File: config.mk
export PLATFORM = sky130hd
export DESIGN_NAME = bus_access_security
export DESIGN_NICKNAME = d
export VERILOG_FILES = /design/src/hdl/bus_access_pkg.sv /design/src/hdl/telemetry_offset.sv /design/src/hdl/bus_access_security.sv
export VERILOG_INCLUDE_DIRS = /design/src /design/src/hdl
export SDC_FILE = /design/constraint.sdc
export NUM_CORES = 1
export LEC_CHECK = 0
export ABC_AREA = 1
export ABC_CLOCK_PERIOD_IN_PS = 12900
export BUFFER_PORTS_ARGS = -buffer_cell sky130_fd_sc_hd__buf_2
export CAP_MARGIN = 30
export CORE_MARGIN = 3
export CORE_UTILIZATION = 58
export DETAILED_ROUTE_END_ITERATION = 7
export HOLD_SLACK_MARGIN = 0.02
export PLACE_DENSITY = 0.88
export REMOVE_ABC_BUFFERS = 1
export SLEW_MARGIN = 40
export SYNTH_ARGS = -nofsm -noshare
export SYNTH_HDL_FRONTEND = slang
export SYNTH_SLANG_ARGS = --single-unit
export TNS_END_PERCENT = 5
File: constraint.sdc
create_clock -name i_clk_sys -period 12.9 [get_ports i_clk_sys]
set_input_delay 2.58 -clock i_clk_sys [delete_from_list [all_inputs] [get_ports i_clk_sys]]
set_output_delay 2.58 -clock i_clk_sys [all_outputs]
set_load 0.03 [all_outputs]
File: src/hdl/bus_access_defs.svh
/*
  Constants for the bus address and access security block.
  Assumes inclusion by bare name from the access security design module.
*/
//
// Contract
// - Separate I2C and PMBus seven-bit addresses answered
// - Offset enable bit gates strap offset
// - Strap decodes sixteen offsets, added arithmetically
// - Same offset applied to PMBus address
// - Address locked once determined
// - Default config set with enable and alarm low forces default addresses
// - Read security selects four levels
// - Write security selects three levels
// - Unlock by password, pin, both, never
// - Sixteen-bit password, zero never valid
// - Matching attempt high and low unlocks
// - Four wrong attempts lock up permanently
// - New password high byte relocks device
// - New low byte leaves device locked
// - Report telemetry, output voltage from code
// - Input current fixed and per-phase offsets
// - Output current fixed offset, eighth amp
// - Output voltage offset, mode-dependent step
// - Temperature offset plus31 to minus32
// - Strap sampled once at enable
`ifndef BUS_ACCESS_DEFS_SVH
`define BUS_ACCESS_DEFS_SVH

`define FORCED_I2C_ADDR     7'h0A
`define FORCED_PMBUS_ADDR   7'h0D
`define MAX_BAD_TRIES       3'h4
`define PW_ZERO             16'h0000
`define TRY_RESET           16'h0000
`define IDX_TRY_HI          8'h00
`define IDX_TRY_LO          8'h01
`define IDX_PW_HI           8'h02
`define IDX_PW_LO           8'h03
`define VOUT_STEP_FINE_MV   10'h005
`define VOUT_STEP_COARSE_MV 10'h00A

`endif

File: src/hdl/bus_access_pkg.sv
/*
  Types for the bus address and access security block.
  Assumes the constants header is available on the include path.
*/
package bus_access_pkg;
  typedef enum logic [1:0] {
    rd_open       = 2'h0,
    rd_cfg        = 2'h1,
    rd_all_but_tm = 2'h2,
    rd_all        = 2'h3
  } rd_sec_t;

  typedef enum logic [1:0] {
    wr_open = 2'h0,
    wr_cfg  = 2'h1,
    wr_all  = 2'h2
  } wr_sec_t;

  typedef enum logic [1:0] {
    unl_password = 2'h0,
    unl_pin      = 2'h1,
    unl_both     = 2'h2,
    unl_never    = 2'h3
  } unlock_mode_t;

  typedef enum logic [1:0] {
    cls_telemetry = 2'h0,
    cls_config    = 2'h1,
    cls_other     = 2'h2
  } reg_class_t;

  typedef enum logic [2:0] {
    st_idle   = 3'b001,
    st_armed  = 3'b010,
    st_locked = 3'b100
  } addr_state_t;
endpackage

File: src/hdl/telemetry_offset.sv
/*
  Applies a signed calibration offset to one telemetry word, saturating.
  Assumes raw and offset share the same LSB weight.
*/
`timescale 1ns/1ps
module telemetry_offset #(
  parameter int W = 16
) (
  // Data
  input  wire logic [W-1:0] i_raw,
  input  wire logic [W-1:0] i_offset,
  output logic      [W-1:0] o_corrected
);
  logic [W:0] sum;

  always_comb begin
    sum = {1'b0, i_raw} + {i_offset[W-1], i_offset};
    if (i_offset[W-1] && sum[W]) begin
      o_corrected = '0;
    end else if (!i_offset[W-1] && sum[W]) begin
      o_corrected = '1;
    end else begin
      o_corrected = sum[W-1:0];
    end
  end
endmodule

File: src/hdl/bus_access_security.sv
/*
  Slave-side address selection and access security for the I2C and PMBus port,
  plus calibration of reported telemetry.
  Assumes the protocol engine presents decoded register accesses as one-cycle
  strobes with a class tag, and nonvolatile settings arrive as static inputs.
*/
`timescale 1ns/1ps
`include "bus_access_defs.svh"
module bus_access_security (
  // Clock and reset
  input  wire logic                        i_clk_sys,
  input  wire logic                        i_rst,
  // Pins
  input  wire logic                        i_enable,
  input  wire logic                        i_thermal_alarm_pin_n,
  input  wire logic [3:0]                  i_strap_code,
  input  wire logic                        i_protect_pin,
  // Nonvolatile store settings
  input  wire logic                        i_default_config,
  input  wire logic                        i_offset_en,
  input  wire logic [6:0]                  i_i2c_base_addr,
  input  wire logic [6:0]                  i_pmbus_base_addr,
  input  wire bus_access_pkg::rd_sec_t     i_rd_sec,
  input  wire bus_access_pkg::wr_sec_t     i_wr_sec,
  input  wire bus_access_pkg::unlock_mode_t i_unlock_mode,
  input  wire logic [15:0]                 i_unlock_secret_store,
  // Register access from protocol engine
  input  wire logic                        i_wr_stb,
  input  wire logic                        i_rd_stb,
  input  wire bus_access_pkg::reg_class_t  i_class,
  input  wire logic [7:0]                  i_sec_idx,
  input  wire logic [7:0]                  i_wr_data,
  input  wire logic [7:0]                  i_rd_data_raw,
  output logic                             o_wr_allow,
  output logic [7:0]                       o_rd_data,
  output logic                             o_pw_hi_wr,
  output logic                             o_pw_lo_wr,
  // Addresses
  output logic [6:0]                       o_i2c_addr,
  output logic [6:0]                       o_pmbus_addr,
  // Security status
  output logic                             o_unlocked,
  output logic                             o_lockout,
  output logic [15:0]                      o_unlock_attempt,
  // Telemetry
  input  wire logic                        i_vout_coarse_mode,
  input  wire logic [15:0]                 i_vout_code_mv,
  input  wire logic [15:0]                 i_loadline_drop_mv,
  input  wire logic [15:0]                 i_vin_raw,
  input  wire logic [15:0]                 i_iin_raw_128,
  input  wire logic [15:0]                 i_output_current_raw_8,
  input  wire logic [15:0]                 i_temp_raw,
  input  wire logic [3:0]                  i_active_phases,
  input  wire logic [7:0]                  i_iin_fixed_off_32,
  input  wire logic [7:0]                  i_iin_phase_off_128,
  input  wire logic [4:0]                  i_output_current_off_8,
  input  wire logic [3:0]                  i_vout_off_steps,
  input  wire logic [5:0]                  i_temp_off,
  output logic [15:0]                      o_vin,
  output logic [15:0]                      o_input_current,
  output logic [15:0]                      o_output_current,
  output logic [15:0]                      o_vout,
  output logic [15:0]                      o_temp
);
  import bus_access_pkg::*;

  addr_state_t st, next_st;
  logic [6:0]  i2c_addr, next_i2c_addr, pm_addr, next_pm_addr;
  logic [3:0]  strap, next_strap;
  logic        enable_d, next_enable_d;
  logic [6:0]  addr_off;

  // Strap offset joins the base addresses only when enabled
  assign addr_off = i_offset_en ? {3'h0, strap} : 7'h00;

  // Address determination
  always_comb begin
    next_st       = st;
    next_i2c_addr = i2c_addr;
    next_pm_addr  = pm_addr;
    next_strap    = strap;
    next_enable_d = i_enable;
    case (st)
      st_idle: begin
        if (i_enable && !enable_d) begin
          next_strap = i_strap_code;
          next_st    = st_armed;
        end
      end
      st_armed: begin
        next_i2c_addr = 7'(i_i2c_base_addr + addr_off);
        next_pm_addr  = 7'(i_pmbus_base_addr + addr_off);
        next_st       = st_locked;
      end
      st_locked: begin
        if (!i_enable) begin
          next_st = st_idle;
        end
      end
      default: next_st = st_idle;
    endcase
  end

  always_ff @(posedge i_clk_sys or posedge i_rst) begin
    if (i_rst) begin
      st       <= st_idle;
      i2c_addr <= 7'h00;
      pm_addr  <= 7'h00;
      strap    <= 4'h0;
      enable_d <= 1'b0;
    end else begin
      st       <= next_st;
      i2c_addr <= next_i2c_addr;
      pm_addr  <= next_pm_addr;
      strap    <= next_strap;
      enable_d <= next_enable_d;
    end
  end

  // Default addresses with default config set, while disabled with the alarm pin low
  logic forced;
  assign forced = i_default_config && !i_enable && !i_thermal_alarm_pin_n;
  assign o_i2c_addr   = forced ? `FORCED_I2C_ADDR : i2c_addr;
  assign o_pmbus_addr = forced ? `FORCED_PMBUS_ADDR : pm_addr;

  // Password unlock state
  logic [15:0] attempt, next_attempt;
  logic        pw_match, next_pw_match;
  logic [2:0]  bad, next_bad;
  logic        lockout;
  logic        pw_valid;
  logic        sec_wr;

  assign lockout  = (bad == `MAX_BAD_TRIES);
  assign pw_valid = (i_unlock_secret_store != `PW_ZERO);
  assign sec_wr   = i_wr_stb && (i_class == cls_config);

  always_comb begin
    next_attempt  = attempt;
    next_pw_match = pw_match;
    next_bad      = bad;
    // Enable low drops the unlock; a matching try in that cycle still wins
    if (!i_enable) begin
      next_pw_match = 1'b0;
    end
    if (sec_wr && !lockout) begin
      case (i_sec_idx)
        `IDX_TRY_HI: begin
          next_attempt = {i_wr_data, attempt[7:0]};
          next_pw_match = 1'b0;
        end
        `IDX_TRY_LO: begin
          next_attempt = {attempt[15:8], i_wr_data};
          if (pw_valid && ({attempt[15:8], i_wr_data} == i_unlock_secret_store)) begin
            next_pw_match = 1'b1;
          end else begin
            next_pw_match = 1'b0;
            next_bad      = bad + 3'h1;
          end
        end
        `IDX_PW_HI: begin
          if (o_wr_allow) begin
            next_pw_match = 1'b0;
          end
        end
        `IDX_PW_LO: begin
          if (o_wr_allow) begin
            next_pw_match = 1'b0;
          end
        end
        default: next_attempt = attempt;
      endcase
    end
  end

  always_ff @(posedge i_clk_sys or posedge i_rst) begin
    if (i_rst) begin
      attempt  <= `TRY_RESET;
      pw_match <= 1'b0;
      bad      <= 3'h0;
    end else begin
      attempt  <= next_attempt;
      pw_match <= next_pw_match;
      bad      <= next_bad;
    end
  end

  // Unlock method
  logic unlocked;
  always_comb begin
    case (i_unlock_mode)
      unl_password: unlocked = pw_match;
      unl_pin:      unlocked = i_protect_pin && (st == st_locked);
      unl_both:     unlocked = pw_match && i_protect_pin && (st == st_locked);
      unl_never:    unlocked = 1'b0;
      default:      unlocked = 1'b0;
    endcase
  end

  // Access gating
  logic sec_idx_hit, wr_prot, rd_prot;
  assign sec_idx_hit = (i_class == cls_config) &&
                       ((i_sec_idx == `IDX_TRY_HI) || (i_sec_idx == `IDX_TRY_LO));

  always_comb begin
    case (i_wr_sec)
      wr_open: wr_prot = 1'b0;
      wr_cfg:  wr_prot = (i_class == cls_config);
      wr_all:  wr_prot = 1'b1;
      default: wr_prot = 1'b1;
    endcase
    case (i_rd_sec)
      rd_open:       rd_prot = 1'b0;
      rd_cfg:        rd_prot = (i_class == cls_config);
      rd_all_but_tm: rd_prot = (i_class != cls_telemetry);
      rd_all:        rd_prot = 1'b1;
      default:       rd_prot = 1'b1;
    endcase
  end

  // Attempt registers stay writable so a locked host can still unlock
  assign o_wr_allow = i_wr_stb && (sec_idx_hit || !wr_prot || unlocked);
  assign o_pw_hi_wr = o_wr_allow && (i_class == cls_config) && (i_sec_idx == `IDX_PW_HI);
  assign o_pw_lo_wr = o_wr_allow && (i_class == cls_config) && (i_sec_idx == `IDX_PW_LO);

  // Read data is blanked while its class is protected and locked
  logic [7:0] rd_data, next_rd_data;
  always_comb begin
    next_rd_data = rd_data;
    if (i_rd_stb) begin
      next_rd_data = (rd_prot && !unlocked) ? 8'h00 : i_rd_data_raw;
    end
  end

  // Telemetry calibration
  logic [15:0] iin_off, output_current_off, vout_off, temp_off, vout_raw, step_mv;
  logic [15:0] vout_scaled;
  logic [15:0] vin_n, iin_n, output_current_n, vout_n, temp_n;
  logic [15:0] vin_r, iin_r, output_current_r, vout_r, temp_r;

  always_comb begin
    step_mv  = {6'h00, i_vout_coarse_mode ? `VOUT_STEP_COARSE_MV : `VOUT_STEP_FINE_MV};
    vout_raw = i_vout_code_mv - i_loadline_drop_mv;
    iin_off  = {6'h00, i_iin_fixed_off_32, 2'h0} +
               16'(i_iin_phase_off_128 * i_active_phases);
    output_current_off = {{11{i_output_current_off_8[4]}}, i_output_current_off_8};
    vout_scaled = 16'($signed({{12{i_vout_off_steps[3]}}, i_vout_off_steps}) * $signed(step_mv));
    // Most negative code gives the positive end of the range
    vout_off = 16'h0000 - vout_scaled;
    temp_off = {{10{i_temp_off[5]}}, i_temp_off};
  end

  telemetry_offset #(.W(16)) u_iin (
    .i_raw      (i_iin_raw_128),
    .i_offset   (iin_off),
    .o_corrected(iin_n)
  );
  telemetry_offset #(.W(16)) u_output_current (
    .i_raw      (i_output_current_raw_8),
    .i_offset   (output_current_off),
    .o_corrected(output_current_n)
  );
  telemetry_offset #(.W(16)) u_vout (
    .i_raw      (vout_raw),
    .i_offset   (vout_off),
    .o_corrected(vout_n)
  );
  telemetry_offset #(.W(16)) u_temp (
    .i_raw      (i_temp_raw),
    .i_offset   (temp_off),
    .o_corrected(temp_n)
  );
  assign vin_n = i_vin_raw;

  // Output registers for read data and telemetry
  always_ff @(posedge i_clk_sys or posedge i_rst) begin
    if (i_rst) begin
      rd_data <= 8'h00;
      vin_r   <= 16'h0000;
      iin_r   <= 16'h0000;
      output_current_r  <= 16'h0000;
      vout_r  <= 16'h0000;
      temp_r  <= 16'h0000;
    end else begin
      rd_data <= next_rd_data;
      vin_r   <= vin_n;
      iin_r   <= iin_n;
      output_current_r  <= output_current_n;
      vout_r  <= vout_n;
      temp_r  <= temp_n;
    end
  end

  assign o_rd_data        = rd_data;
  assign o_unlocked       = unlocked;
  assign o_lockout        = lockout;
  assign o_unlock_attempt = attempt;
  assign o_vin            = vin_r;
  assign o_input_current  = iin_r;
  assign o_output_current = output_current_r;
  assign o_vout           = vout_r;
  assign o_temp           = temp_r;
endmodule

# --- Yosys cells after proc, flatten, opt, wreduce, memory -nomap -nowiden ---
# Cells that the tools add are included.
op_classes:
  add_sub_neg: 10
  eq_ne: 18
  n_reduce_logical: 48
  bitwise: 3
  multipliers: 2
  muxes: 25
ops:
  columns: ["op", "n"]
  rows:
  - ["$mux 16", 8]
  - ["$add 16x17->17", 3]
  - ["$pmux 16 s2", 1]
  - ["$logic_and 1x1->1", 22]
  - ["$add 16x13->17", 1]
  - ["$eq 16x16->1", 1]
  - ["$eq 8x2->1 const B", 2]
  - ["$reduce_bool 16->1", 1]
  - ["$sub 16x16->16", 1]
  - ["$add 7x4->7", 2]
  - ["$mux 7", 2]
  - ["$add 10x12->13", 1]
  - ["$mul 8x4->12", 1]
  - ["$sub 1x9->10 const A", 1]
  - ["$logic_not 1->1", 9]
  - ["$mul 4x5->9", 1]
  - ["$pmux 3 s3", 1]
  - ["$reduce_and 3->1", 3]
  - ["$eq 2x1->1 const B", 4]
  - ["$eq 2x2->1 const B", 4]
  - ["$eq 8x1->1 const B", 1]
  - ["$logic_not 8->1", 1]
  - ["$mux 4", 2]
  - ["$mux 8", 1]
  - ["other kinds (18)", 32]
word_totals:
  wordCells: 121
  reg_bits: 130
  out_inout_bits: 123

# --- Logic depth before layout (Yosys ltp) ---
depth:
  depth_word: 9
  ltp_mapped: 29
  ltp_nobuf: 28

# --- Cells and area by module ---
# From an unflattened synthesis, not the netlist that was laid out.
unflattened:
  cells_unflattened: 1837
  area_unflattened_um2: 12558.3
by_module_without_submodules:
  columns: ["mod", "cells_per_inst", "n_inst", "area_each_um2"]
  rows:
  - ["bus_access_security", 928, 1, 7744.9]
  - ["telemetry_offset (u_output_current ...)", 229, 3, 1214.9]
  - ["telemetry_offset (u_iin)", 222, 1, 1168.6]

# --- Least setup slack after synthesis ---
# No wires, ideal clock.
synth_path:
  kind: "input-to-reg"
  start: "in i_vout_coarse_mode"
  end: "reg vout_r[10], in the netlist o_vout[10]"
  setup_ns: 0.117
  cell_stages: 28
  setup_slack_ns: 6.170
  arrival_ns: 6.613
  path_cell_list: "clkbuf_1 > inv_1 > nand2_1 > inv_1 > ha_1 > inv_1 > fa_1 > inv_1 > fa_1 > inv_1 > ha_1 > a21oi_1 > nand2_1 > nand2_1 > nand2_1 > a21oi_1 > xor2_1 > inv_1 > ha_1 > a21oi_1 > inv_1 > nor2_1 > nand2_1 > nand2_1 > nand3_2 > buf_6 > nand2_1 > nand2_1"
synth_between:
  elab_chain_cells: 7
synth_lines:
  columns: ["element", "line", "text"]
  rows:
  - ["start: declaration", "bus_access_security.sv:46", "input wire logic i_vout_coarse_mode,"]
  - ["$mux 4 (no line) *", null, null]
  - ["$mul 4x5->9 *", "bus_access_security.sv:247", "vout_scaled = 16'($signed({{12{i_vout_off_steps[3]}}, i_vout_off_steps}) * $signed(step_mv));"]
  - ["$sub 1x9->10 *", "bus_access_security.sv:249", "vout_off = 16'h0000 - vout_scaled;"]
  - ["$add 16x17->17 or $logic_not 1->1 (tied branches)", "telemetry_offset.sv:17, telemetry_offset.sv:20", null]
  - ["$logic_and 1x1->1", "telemetry_offset.sv:20", "end else if (!i_offset[W-1] && sum[W]) begin"]
  - ["$mux 16", "telemetry_offset.sv:20", null]
  - ["$mux 16 *", "telemetry_offset.sv:18", "if (i_offset[W-1] && sum[W]) begin"]
  - ["named net u_vout.o_corrected[10]", "telemetry_offset.sv:12", "output logic [W-1:0] o_corrected"]
  - ["end signal: assignment", "bus_access_security.sv:289", "vout_r <= vout_n;"]
  - ["end: declaration", "bus_access_security.sv:239", "logic [15:0] vin_r, iin_r, output_current_r, vout_r, temp_r;"]
# Mark *: on every way through the listed nets, which the timed path passes. The rest lies on a longest branch.
# A chain may end at the register's enable or synchronous reset.

# --- Worst setup path in the final report ---
layout_path:
  start: "in i_vout_coarse_mode"
  end: "reg vout_r[6], in the netlist o_vout[6]"
# The elaborated chain is that of the path after synthesis.

==> key figures <==
Place
  – RD Place Congestion: 0.951
  – Placed cells: 2199
  – Pre-CTS setup slack: 5.67 ns
  – Cell Area, Placed: 0.0133 mm²
  – IO buf count: 329
  – Final HPWL DP: 25100 µm

Global route
  – All-Layer GR Usage: 0.283
  – Number of global-route vias before repair: 11033
  – Largest net degree at the start of global routing: 78
  – GRT Residual Overflow: 0
  – Number of antenna violations at the first check in global routing: 1
  – First-pass GRT wire length: 50100 µm

Die
  – Die H: 147 µm
  – I/O pin count: 330
  – Site Rows: 50
  – Width of the die: 147 µm
  – Core Area: 0.0190 mm²
  – Starting Density: 0.602
  – Die area: 0.0215 mm²

Timing
  – Final setup skew: 0.0114 ns
  – Final setup margin: 6.07 ns
  – Worst-margin pin slew: 0.698 ns
  – Hold Fails Final Rpt: 0
  – Fin Setup TNS: 0 ns
  – Max Fclk: 146 MHz
  – Final count of pins violating max slew: 0
  – Hold WS: 0.477 ns
  – Fin crit share: 0.529
  – Slew margin rel.: 0.534
  – Unrepaired setup endpoints after global routing: false
  – Period minus WS final: 6.83 ns
  – Setup violators final: 0

CTS
  – Hold Buf Count CTS: 0
  – TritonCTS clock tree: done
  – Worst-path clk slew: 0.06 ns
  – Worst-case clock buffer depth: 2
  – H-tree levels: 4
  – CTS Buf Count: 17
  – Setup bufs post-CTS: 0
  – Post-CTS Resized: 0
  – Clock root buffer: clkbuf_16
  – Clock sink total: 130
  – Clock Latency Late Sink: 0.42 ns

Detailed routing
  – DR pass1 iterations: 6
  – Post-route ant nets: 0
  – Met2 routed WL: 15400 µm
  – Detail-routed via count per cell: 5.08
  – Drt total wl: 30800 µm
  – WL/cell: 13.8 µm
  – Metal3 WL: 2020 µm
  – DRC viols: 0
  – M1 WL: 12500 µm
  – Top Metal Used: met4
  – Vias: 11340
  – Starting DRT DRC Count: 578

Layout
  – Non-Filler Instances: 2232
  – Nets: 2318
  – Most frequent cells in the layout: 541 x nand2_1, 329 x buf_2, 321 x inv_1, 129 x dfrtp_1, 113 x ha_1
  – Area grow syn2layout: 21.8%
  – Post-route cell area: 0.0139 mm²
  – Share of cells above drive strength 1: 0.206
  – Commonest non-fill, non-tap cell in the layout: nand2_1
  – Fin util: 0.733

Critical path
  – CP Launch Type: input pin
  – Slowest-stage cell, CP: fa_1
  – Crit path to: o_vout[6]
  – Stages on worst setup path: 22
  – Capturing point of the worst reg2reg path: i2c_addr[6]
  – Crit-path most repeated cell: inv_1
  – Max incr delay on CP: 0.54 ns
  – Top cell family by delay on the critical path: adder cells
  – Buf+Inv Stages, Crit Path: 6
  – Register-to-Register Path Depth: 11
  – Critical path class: in -> reg
  – Data required, critical path: 13.20 ns
  – Reg2Reg Setup Slack: 11.06 ns
  – Critical Path AT: 7.13 ns
  – Critical Path, Cell by Cell: buf_2 -> inv_1 -> nand2_1 -> inv_1 -> ha_1 -> inv_1 -> fa_1 -> inv_1 -> fa_1 -> inv_1 -> ha_1 -> a21oi_1 -> nand2_1 -> a21oi_2 -> ha_1 -> a21oi_1 -> and2_4 -> nor2_1 -> nor2_1 -> nand3_2 -> nand2_1 -> nand2_2
  – Reg2reg start: strap[0]
  – Crit. End Element: register
  – CP startpoint: i_vout_coarse_mode
  – CP max FO: 16

Logic synthesis
  – Post-synthesis register bit count: 130
  – Async S/R FF share, synth: 1.00
  – Number of synthesized flops with an enable pin: 0
  – Sequential share of the synthesized area: 0.284
  – Synth Flop Type: dfrtp_1
  – Library cells used by synthesis: 43
  – Avg Cell Area, Syn: 7.05 µm²
  – Mapped cell area: 0.0115 mm²
  – Cells after Synth: 1625
  – Synth warnings: 0

Power and ir drop
  – Leakage power: 8.54 nW
  – Peak supply drop: 0.107 mV
  – Pwr per Cell Area: 164 mW/mm²
  – Final Power: 2.28 mW

Run status
  – Status: finished clean

Worst hold path
  – Worst hold path type: reg -> reg

Flow run
  – MaxCap Viol Count: 0
-- how the worst min path moves through the flow --
| stage | slack, ns | from | cells after the start | to |
|---|---|---|---|---|
| 2_1_floorplan | 0.44 | strap[3] | 2 | strap[3] |
| 3_3_place_gp | 0.46 | o_unlock_attempt[6] | 2 | o_unlock_attempt[6] |
| 3_5_place_dp | 0.46 | strap[0] | 2 | strap[0] |
| 4_1_cts | 0.47 | strap[0] | 2 | strap[0] |
| 5_1_grt | 0.49 | strap[0] | 2 | strap[0] |
| 6_report | 0.48 | strap[0] | 2 | strap[0] |
-- cell families after synthesis --
family                     share of synthesized area
and+or+nand+nor                                0.293
buffers and inverters                          0.117
adders and majority gates                      0.193
AOI/OAI and AO/OA                             0.0733
DFF                                            0.284
xor gates and xnor gates                      0.0390
-- cell usage after synthesis, types with 4 or more instances --
cell / n / area, µm²
and2_1: 6 / 37.5
nor3_1: 9 / 45.0
nor2_1: 82 / 308
clkbuf_1: 9 / 33.8
and3_1: 4 / 25.0
a21oi_1: 63 / 315
o21bai_1: 5 / 37.5
nand2_1: 541 / 2030
nand2_2: 9 / 56.3
nand3b_1: 8 / 60.1
buf_6: 5 / 56.3
or2_2: 5 / 31.3
ha_1: 113 / 1410
a21o_1: 8 / 60.1
dfrtp_1: 129 / 3230
xor2_1: 39 / 342
o21ai_0: 52 / 260
xnor2_1: 12 / 105
inv_1: 322 / 1210
inv_2: 4 / 15.0
o21ai_2: 8 / 70.1
fa_1: 40 / 801
nand3_1: 101 / 505
nand4_1: 18 / 113
-- layout make-up --
class / instances / area [µm²]
fillers: 1541 / 5070
clock buffers: 20 / 447
clock inverters: 12 / 156
diodes: 1 / 2.50
flip-flops and latches: 130 / 3250
well taps: 260 / 325
repair buffers: 332 / 1670
multi-input cells: 1151 / 6860
inverters: 326 / 1230
-- per-layer routing --
layer / track usage / vias up
met5: 0 / -
met4: 0.100 / 0
met3: 0.0540 / 72
met2: 0.511 / 394
met1: 0.335 / 5180
li1: - / 5694
-- worst register-to-register path, delay by kind of cell (launching register included) --
| family | cells | cell delay, ns |
|---|---|---|
| flip-flops | 1 | 0.33 |
| XOR/XNOR | 1 | 0.11 |
| adder cells (fa/ha/maj) | 2 | 0.56 |
| buffers and inverters | 3 | 0.21 |
| AO/OA/AOI/OAI | 1 | 0.11 |
| AND/OR/NAND/NOR | 4 | 0.38 |
-- report_power, final --
group	internal [mW]	total, mW	switching, mW
combinational	0.411	1.23	0.816
sequential	0.516	0.555	0.0394
clock	0.310	0.502	0.193
-- sequential cells by signal (all words and copies together), names as in the netlist --
| signal | count |
|---|---|
| pw_match | 1 |
| i2c_addr | 7 |
| o_input_current | 16 |
| strap | 4 |
| pm_addr | 7 |
| enable_d | 1 |
| o_rd_data | 8 |
| o_unlock_attempt | 16 |
| bad | 3 |
| o_vin | 16 |
| o_output_current | 16 |
| o_temp | 16 |
| st | 3 |
| o_vout | 16 |
No activity file was read; power rests on OpenSTA's default activity.
